`src/pkg/meter_pkg.sv`:
```
/*
 * Shared constants and types of the metering command front end and its
 * configuration register.
 * Assumes a single 20 MHz clock and byte-wide transfers already
 * deframed from the serial link.
 */
package meter_pkg;

    // ==========================================================
    // clock and timing
    localparam int CLK_PERIOD_NS   = 50;
    localparam int SRST_HOLDOFF_NS = 18000;
    localparam int SRST_HOLD_CYC   = (SRST_HOLDOFF_NS + CLK_PERIOD_NS - 1) / CLK_PERIOD_NS;

    // ==========================================================
    // command byte layout
    localparam int CMD_DIR_BIT  = 7;
    localparam int CMD_ADDR_MSB = 5;

    // ==========================================================
    // configuration register
    localparam logic [5:0]  CFG_ADDR  = 6'h09;
    localparam logic [15:0] CFG_RESET = 16'h000C;

    localparam int HIGHPASS_BYPASS_BIT      = 0;
    localparam int POST_MULT_BYPASS_BIT     = 1;
    localparam int PULSE_OUTPUT_DISABLE_BIT = 2;
    localparam int DIP_DETECT_DISABLE_BIT   = 3;
    localparam int CONVERTER_SUSPEND_BIT    = 4;
    localparam int THERMAL_START_BIT        = 5;
    localparam int SOFT_RESET_BIT           = 6;
    localparam int HALF_CYCLE_ACCUM_BIT     = 7;
    localparam int CURRENT_SHORT_BIT        = 8;
    localparam int VOLTAGE_SHORT_BIT        = 9;
    localparam int INPUT_SWAP_BIT           = 10;
    localparam int RATE_SEL_LSB             = 11;
    localparam int SRC_SEL_LSB              = 13;
    localparam int POSITIVE_ONLY_BIT        = 15;

    // ==========================================================
    // waveform sampling
    localparam int         WAVE_W       = 24;
    localparam logic [10:0] WAVE_BASE_DIV = 11'h0080;

    localparam logic [1:0] SRC_POWER    = 2'h0;
    localparam logic [1:0] SRC_RESERVED = 2'h1;
    localparam logic [1:0] SRC_CH1      = 2'h2;
    localparam logic [1:0] SRC_CH2      = 2'h3;

    // ==========================================================
    // transfer sequencer states, gray along cmd -> data -> cmd
    typedef enum logic [1:0] {
        ST_CMD   = 2'h0,
        ST_WRITE = 2'h1,
        ST_READ  = 2'h2,
        ST_HOLD  = 2'h3
    } xfer_state_t;

endpackage

```
`src/pkg/wave_if.sv`:
```
/*
 * Carrier between the register front end and the waveform sampler.
 * Assumes both ends share one clock.
 */
`timescale 1ns/10ps
interface wave_if #(parameter int W = 24);
    logic [1:0]   rate_sel;
    logic [1:0]   src_sel;
    logic         restart;
    logic [W-1:0] power;
    logic [W-1:0] ch1;
    logic [W-1:0] ch2;
    logic [W-1:0] sample;
    logic         tick;

    modport ctrl (output rate_sel, output src_sel, output restart,
                  output power, output ch1, output ch2,
                  input sample, input tick);
    modport gen  (input rate_sel, input src_sel, input restart,
                  input power, input ch1, input ch2,
                  output sample, output tick);
endinterface

```
`src/hdl/waveform_sampler.sv`:
```
/*
 * Waveform sampler: picks the selected source and latches it at the
 * selected fraction of the input clock.
 * Assumes the block clock is the device input clock.
 */
`timescale 1ns/10ps
module waveform_sampler #(
    parameter int W = meter_pkg::WAVE_W
) (
    // clock and reset
    input  wire logic clock,
    input  wire logic rst_n,
    // control and data
    wave_if.gen       wv
);
    typedef struct packed {
        logic [9:0]   cnt;
        logic [W-1:0] sample;
        logic         tick;
    } wave_regs_t;

    wave_regs_t r_ff;
    wave_regs_t nxt_r;
    logic [10:0] lim;

    if (W < 1) begin : g_chk
        $error("waveform width must be at least one");
    end

    assign wv.sample = r_ff.sample;
    assign wv.tick   = r_ff.tick;

    // ==========================================================
    // divider and source latch
    always_comb begin
        nxt_r      = r_ff;
        nxt_r.tick = 1'b0;
        lim        = (meter_pkg::WAVE_BASE_DIV << wv.rate_sel) - 11'h0001;
        if (wv.restart) begin
            nxt_r.cnt = 10'h000;
        end else if ({1'b0, r_ff.cnt} >= lim) begin
            nxt_r.cnt  = 10'h000;
            nxt_r.tick = 1'b1;
            case (wv.src_sel)
                meter_pkg::SRC_POWER: nxt_r.sample = wv.power;
                meter_pkg::SRC_CH1:   nxt_r.sample = wv.ch1;
                meter_pkg::SRC_CH2:   nxt_r.sample = wv.ch2;
                // reserved code keeps the last sample rather than inventing one
                default:              nxt_r.sample = r_ff.sample;
            endcase
        end else begin
            nxt_r.cnt = r_ff.cnt + 10'h001;
        end
    end

    always_ff @(posedge clock or negedge rst_n) begin
        if (!rst_n) begin
            r_ff <= '0;
        end else begin
            r_ff <= nxt_r;
        end
    end
endmodule

```
`src/hdl/meter_command_and_mode_regs.sv`:
```
/*
 * Command front end and operating configuration register of the
 * energy meter. Bytes arrive already deframed; every transfer opens
 * with a command byte naming direction and register index.
 * Assumes the serial deframer delivers one byte per rx_valid pulse,
 * and that read bytes are clocked out by dummy bytes from the host.
 */
`timescale 1ns/10ps
module meter_command_and_mode_regs #(
    parameter int WAVE_W = meter_pkg::WAVE_W
) (
    // clock and reset
    input  wire logic              clock,
    input  wire logic              rst_n,
    // byte stream from the host
    input  wire logic              rx_valid,
    input  wire logic [7:0]        rx_data,
    output      logic              link_ready,
    // read bytes to the host
    output      logic              tx_valid,
    output      logic [7:0]        tx_data,
    // filter and output control
    output      logic              highpass_bypass,
    output      logic              post_multiplier_filter_bypass,
    output      logic              pulse_output_disable,
    output      logic              dip_detect_disable,
    output      logic              converter_suspend,
    output      logic              half_cycle_accumulation_mode,
    output      logic              positive_only_accumulation,
    // analog front end control
    output      logic              current_input_short,
    output      logic              voltage_input_short,
    output      logic              input_swap,
    // thermal conversion
    output      logic              thermal_conversion_start,
    input  wire logic              thermal_done,
    // soft reset
    output      logic              soft_reset,
    // waveform sampling
    input  wire logic [WAVE_W-1:0] active_power,
    input  wire logic [WAVE_W-1:0] current_sample,
    input  wire logic [WAVE_W-1:0] voltage_sample,
    output      logic [WAVE_W-1:0] waveform_data,
    output      logic              waveform_tick
);
    localparam logic [8:0] HOLD_LAST = 9'(meter_pkg::SRST_HOLD_CYC - 1);

    typedef struct packed {
        meter_pkg::xfer_state_t st;
        logic [5:0]             addr;
        logic                   left;
        logic [15:0]            shift;
        logic [15:0]            cfg;
        logic [8:0]             hold;
        logic [7:0]             tx;
        logic                   tx_v;
        logic                   srst;
    } front_regs_t;

    front_regs_t r_ff;
    front_regs_t nxt_r;

    if (WAVE_W < 1) begin : g_chk
        $error("waveform width must be at least one");
    end
    if (meter_pkg::SRST_HOLD_CYC > 512) begin : g_hold_chk
        $error("soft reset hold-off does not fit its counter");
    end

    wave_if #(.W(WAVE_W)) wv ();

    waveform_sampler #(
        .W(WAVE_W)
    ) u_sampler (
        .clock(clock),
        .rst_n(rst_n),
        .wv   (wv.gen)
    );

    // ==========================================================
    // waveform control
    assign wv.rate_sel = r_ff.cfg[meter_pkg::RATE_SEL_LSB +: 2];
    assign wv.src_sel  = r_ff.cfg[meter_pkg::SRC_SEL_LSB +: 2];
    assign wv.restart  = r_ff.srst;
    assign wv.power    = active_power;
    assign wv.ch1      = current_sample;
    assign wv.ch2      = voltage_sample;
    assign waveform_data = wv.sample;
    assign waveform_tick = wv.tick;

    // ==========================================================
    // configuration bits out
    assign highpass_bypass               = r_ff.cfg[meter_pkg::HIGHPASS_BYPASS_BIT];
    assign post_multiplier_filter_bypass = r_ff.cfg[meter_pkg::POST_MULT_BYPASS_BIT];
    assign pulse_output_disable          = r_ff.cfg[meter_pkg::PULSE_OUTPUT_DISABLE_BIT];
    assign dip_detect_disable            = r_ff.cfg[meter_pkg::DIP_DETECT_DISABLE_BIT];
    assign converter_suspend             = r_ff.cfg[meter_pkg::CONVERTER_SUSPEND_BIT];
    assign thermal_conversion_start      = r_ff.cfg[meter_pkg::THERMAL_START_BIT];
    assign half_cycle_accumulation_mode  = r_ff.cfg[meter_pkg::HALF_CYCLE_ACCUM_BIT];
    assign current_input_short           = r_ff.cfg[meter_pkg::CURRENT_SHORT_BIT];
    assign voltage_input_short           = r_ff.cfg[meter_pkg::VOLTAGE_SHORT_BIT];
    assign input_swap                    = r_ff.cfg[meter_pkg::INPUT_SWAP_BIT];
    assign positive_only_accumulation    = r_ff.cfg[meter_pkg::POSITIVE_ONLY_BIT];

    // ==========================================================
    // link side
    assign soft_reset = r_ff.srst;
    assign tx_valid   = r_ff.tx_v;
    assign tx_data    = r_ff.tx;
    // bytes offered during the hold-off are dropped, so say so
    assign link_ready = (r_ff.st != meter_pkg::ST_HOLD);

    // ==========================================================
    // transfer sequencer
    always_comb begin
        nxt_r      = r_ff;
        nxt_r.tx_v = 1'b0;
        nxt_r.srst = 1'b0;

        // conversion end clears the start bit; a write below may set it again
        if (thermal_done) begin
            nxt_r.cfg[meter_pkg::THERMAL_START_BIT] = 1'b0;
        end

        case (r_ff.st)
            meter_pkg::ST_CMD: begin
                // the command byte sets addr/left/state; shift gets cfg on a read of CFG_ADDR, zero otherwise
                if (rx_valid) begin
                    nxt_r.addr = rx_data[meter_pkg::CMD_ADDR_MSB:0];
                    nxt_r.left = (rx_data[meter_pkg::CMD_ADDR_MSB:0]
                                  == meter_pkg::CFG_ADDR);
                    if (rx_data[meter_pkg::CMD_DIR_BIT]) begin
                        nxt_r.st    = meter_pkg::ST_WRITE;
                        nxt_r.shift = 16'h0000;
                    end else begin
                        nxt_r.st = meter_pkg::ST_READ;
                        // unmapped indices read back as zero
                        if (rx_data[meter_pkg::CMD_ADDR_MSB:0] == meter_pkg::CFG_ADDR) begin
                            nxt_r.shift = r_ff.cfg;
                        end else begin
                            nxt_r.shift = 16'h0000;
                        end
                    end
                end
            end

            meter_pkg::ST_WRITE: begin
                if (rx_valid) begin
                    nxt_r.shift = {r_ff.shift[7:0], rx_data};
                    if (r_ff.left) begin
                        nxt_r.left = 1'b0;
                    end else begin
                        nxt_r.st = meter_pkg::ST_CMD;
                        if (r_ff.addr == meter_pkg::CFG_ADDR) begin
                            if (rx_data[meter_pkg::SOFT_RESET_BIT]) begin
                                // configuration returns to defaults, host must back off
                                nxt_r.cfg  = meter_pkg::CFG_RESET;
                                nxt_r.srst = 1'b1;
                                nxt_r.hold = 9'h000;
                                nxt_r.st   = meter_pkg::ST_HOLD;
                            end else begin
                                nxt_r.cfg = {r_ff.shift[7:0], rx_data};
                                // a fresh start request beats a finishing conversion
                                if (!rx_data[meter_pkg::THERMAL_START_BIT] &&
                                    r_ff.cfg[meter_pkg::THERMAL_START_BIT] &&
                                    !thermal_done) begin
                                    nxt_r.cfg[meter_pkg::THERMAL_START_BIT] = 1'b1;
                                end
                            end
                        end
                    end
                end
            end

            meter_pkg::ST_READ: begin
                if (rx_valid) begin
                    nxt_r.tx    = r_ff.shift[15:8];
                    nxt_r.tx_v  = 1'b1;
                    nxt_r.shift = {r_ff.shift[7:0], 8'h00};
                    if (r_ff.left) begin
                        nxt_r.left = 1'b0;
                    end else begin
                        nxt_r.st = meter_pkg::ST_CMD;
                    end
                end
            end

            meter_pkg::ST_HOLD: begin
                if (r_ff.hold >= HOLD_LAST) begin
                    nxt_r.st = meter_pkg::ST_CMD;
                end else begin
                    nxt_r.hold = r_ff.hold + 9'h001;
                end
            end

            default: begin
                nxt_r.st = meter_pkg::ST_CMD;
            end
        endcase
    end

    always_ff @(posedge clock or negedge rst_n) begin
        if (!rst_n) begin
            r_ff       <= '0;
            r_ff.st    <= meter_pkg::ST_CMD;
            r_ff.cfg   <= meter_pkg::CFG_RESET;
        end else begin
            r_ff <= nxt_r;
        end
    end
endmodule

```
`config.mk`:
```
export PLATFORM = sky130hd
export DESIGN_NAME = meter_command_and_mode_regs
export DESIGN_NICKNAME = d
export VERILOG_FILES = /design/src/pkg/meter_pkg.sv /design/src/pkg/wave_if.sv /design/src/hdl/waveform_sampler.sv /design/src/hdl/meter_command_and_mode_regs.sv
export SDC_FILE = /design/constraint.sdc
export NUM_CORES = 1
export LEC_CHECK = 0
export ABC_CLOCK_PERIOD_IN_PS = 1900
export BUFFER_PORTS_ARGS = -buffer_cell sky130_fd_sc_hd__buf_2
export CAP_MARGIN = 15
export CORE_MARGIN = 2
export CORE_UTILIZATION = 30
export CTS_BUF_LIST = sky130_fd_sc_hd__clkbuf_2
export DETAILED_ROUTE_END_ITERATION = 7
export SYNTH_ARGS = -nofsm -noshare
export SYNTH_HDL_FRONTEND = slang
export SYNTH_SLANG_ARGS = --single-unit
```
`constraint.sdc`:
```
create_clock -name clock -period 1.9 [get_ports clock]
set_input_delay 0.095 -clock clock [delete_from_list [all_inputs] [get_ports clock]]
set_output_delay 0.095 -clock clock [all_outputs]
set_load 0.005 [all_outputs]
```
==> results_dict.tcl <==
set metrics [dict create \
    cts_made_buffers 9 \
    syn_to_final_growth_pct 46.1 \
    cp-end-kind "register" \
    start_util_pct 30.6 \
    finalClockSkew_ns 0.0502 \
    wl_um 14900 \
    netlist.area_leader.share_pct 47.3 \
    grt_pass1_wl_um 22300 \
    synth_edf_count 0 \
    clockPowerShare_pct 18.9 \
    drive_gt1_share_pct 34.0 \
    gp_congestion 0.921 \
    dp_cells 820 \
    post_synth_inst_count 510 \
    clkLatencyLatePin_ns 0.59 \
    cp.arrival_ns 2.39 \
    reg2regPathDepth 6 \
    place_hpwl_um 8450 \
    seq_power_share_pct 42.2 \
    drt_first_pass_iters 5 \
    rr_startpoint "r_ff[32]" \
    fin_crit_sh_pct 99.7 \
    final_util_pct 44.7 \
    finalNetCount 811 \
    ir_worst_vdd_v 0.000577 \
    p_int_uw 4480 \
    setup_tns_ns 0 \
    clockRootBuffer "clkbuf_2" \
    drv_cap 0 \
    max_freq_ghz 0.528 \
    port_buffers 130 \
    cp-start-kind "register" \
    cts-htree-levels 3 \
    p_comb_share_pct 38.9 \
    synth_seq_cells 94 \
    syn_area_per_cell_um2 9.54 \
    fp.dieArea_um2 17300 \
    hold_viol 0 \
    clock_path_buffers 2 \
    slew_violations 0 \
    required_ns 2.39 \
    die_x_um 131 \
    power_switching_uw 2470 \
    power_density_nw_per_um2 978 \
    holdPathEnd "u_sampler.wv.sample[17]" \
    vias 4567 \
    grt_max_degree 49 \
    fin_cells 940 \
    worst_pin_slew_ns 0.475 \
    min_path_cells 5 \
    slew_headroom_pct 68.3 \
    worstHoldStart "voltage_sample[17]" \
    syn-cell-area_um2 4870 \
    fin_crit_ns 1.89 \
    cts.sinks 94 \
    ioPinCount 131 \
    via_per_inst 4.86 \
    grt_antenna_before_repair 1 \
    synth.area.top_cells "dfrtp_1 47%, nand2_1 6.1%, mux2i_1 5.1%" \
    rsz0062_at_grt "true" \
    switching_share_pct 35.5 \
    synth-async-reset-ratio_pct 100 \
    ys_warn_count 0 \
    grt_remaining_overflow 0 \
    cp_max_fo 10 \
    synth_fp_nets 603 \
    synth_seq_area_share_pct 48.4 \
    reg2reg_slack_ns 0.006 \
    critical_path_class "register to register" \
    tritoncts "built" \
    clk_pin_slew_ns 0.24 \
    yosysTopAreaCell "dfrtp_1" \
    setup_viol 0 \
    drc_errors 0 \
    ant_nets 0 \
    r2r-end "u_sampler.wv.sample[9]" \
    fp.dieH_um 131 \
    outcome "finished clean" \
    wl_per_cell_um 15.9 \
    std_cell_rows 46 \
    yosys-top-cells-count "92 x dfrtp_1, 79 x nand2_1, 49 x o21ai_0" \
    drtIter0Drc 210 \
    track_usage_pct 15.9 \
    core-area_um2 15900 \
    yosysUniqueCellTypes 50 \
    p_leak_uw 0.00341 \
    hp-class "primary input to register" \
    grt_pass1_vias 4452 \
    synth_most_common_cell "dfrtp_1" \
    synthFlopType "dfrtp_1" \
]
stage by stage:
stage	area [um^2]	setup slack [ns]	power [uW]	hold WS [ns]
4_1_cts	6700	0.00454	6470	0.185
3_3_place_gp	5650	0.0802	4860	0.0340
3_5_place_dp	5650	-0.00282	4960	0.0436
5_1_grt	7110	-0.0697	7400	0.0133
6_report	7110	0.00565	6950	0.0169
2_1_floorplan	4870	0.116	4400	-0.201
cell usage in the layout, fill, tap and decap left out, types with 6 or more instances in the layout:
master         count
nand2b_1          14
o21ai_2            8
and3_1             9
inv_1              7
dlygate4sd3_1     79
mux2i_1           21
buf_2            129
buf_12             6
nor2_1            38
nand2_2            7
dfrtp_1           90
o21ai_0           26
nand2_1           73
o21ai_1           15
xor2_1             6
nand3_1            9
a22oi_1           16
a21oi_1           30
buf_4             26
clkbuf_2          10
mux2_2            14
sequential cells by signal (all words and copies together) (netlist names), 8 cells and up:
name,cells
r_ff,38
u_sampler.wv.sample,24
u_sampler.r_ff,10
tx_data,8
metal layers:
layer	track usage (%)	routed length (um)	vias up	share of wire, %
met3	4.55	1050	37	7.1
met1	20.7	6590	2146	44
li1	-	-	2157	-
met5	0	0	-	0
met2	25.5	6780	227	46
met4	5.37	469	0	3.1
power groups by stage:
stage | combinational [uW] | sequential (uW) | clock [uW]
CTS | 2220 | 2880 | 1380
detailed placement | 2020 | 2930 | 0
global placement | 1950 | 2910 | 0
global route | 2960 | 2990 | 1450
floorplan | 1570 | 2840 | 0
finish | 2710 | 2930 | 1310
logic make-up (layout without fill, tap and decap cells):
group	after synthesis	in the layout	synth area share [%]
adders and majority gates	9	9	2.31
DFF	94	94	48.4
and+or+nand+nor	177	177	17.0
other	0	1	0
xor gates and xnor gates	8	8	1.44
buffers and inverters	65	278	7.71
AOI/OAI and AO/OA	116	116	14.2
muxes	41	41	8.85
critical path, cell delays in order (launching register included):
cell and delay (ns):
dfrtp_2 0.54, clkbuf_16 0.22, mux2i_1 0.22, dlygate4sd3_1 0.58
nor2_1 0.04, a21oi_1 0.15, o21ai_1 0.07
layout make-up:
class	count	area [um^2]
multi-input cells	351	2300
clock inverters	6	116
diodes	1	2.50
fillers	1431	8780
repair buffers	253	1970
clock buffers	10	50.0
flip-flops and latches	94	2360
inverters	9	33.8
well taps	216	270
how the worst max path moves through the flow:
stage	start	endpoint	cells after the start
6_report	r_ff[32]	u_sampler.wv.sample[9]	6
5_1_grt	r_ff[31]	u_sampler.wv.sample[21]	9
4_1_cts	r_ff[54]	r_ff[13]	5
3_5_place_dp	r_ff[58]	r_ff[37]	8
3_3_place_gp	r_ff[58]	r_ff[35]	8
2_1_floorplan	r_ff[31]	u_sampler.wv.sample[15]	8
timing repair:
| action | CTS | global route |
|---|---|---|
| pin swaps | 1 | 14 |
| hold buffers | 84 | 4 |
| resized for setup | 3 | 67 |
| cloned | 0 | 7 |
| buffers inserted | 2 | 10 |
| setup endpoints to repair | 14 | 50 |
| hold endpoints to repair | 159 | 3 |
Power figures use the tool's default switching activity.
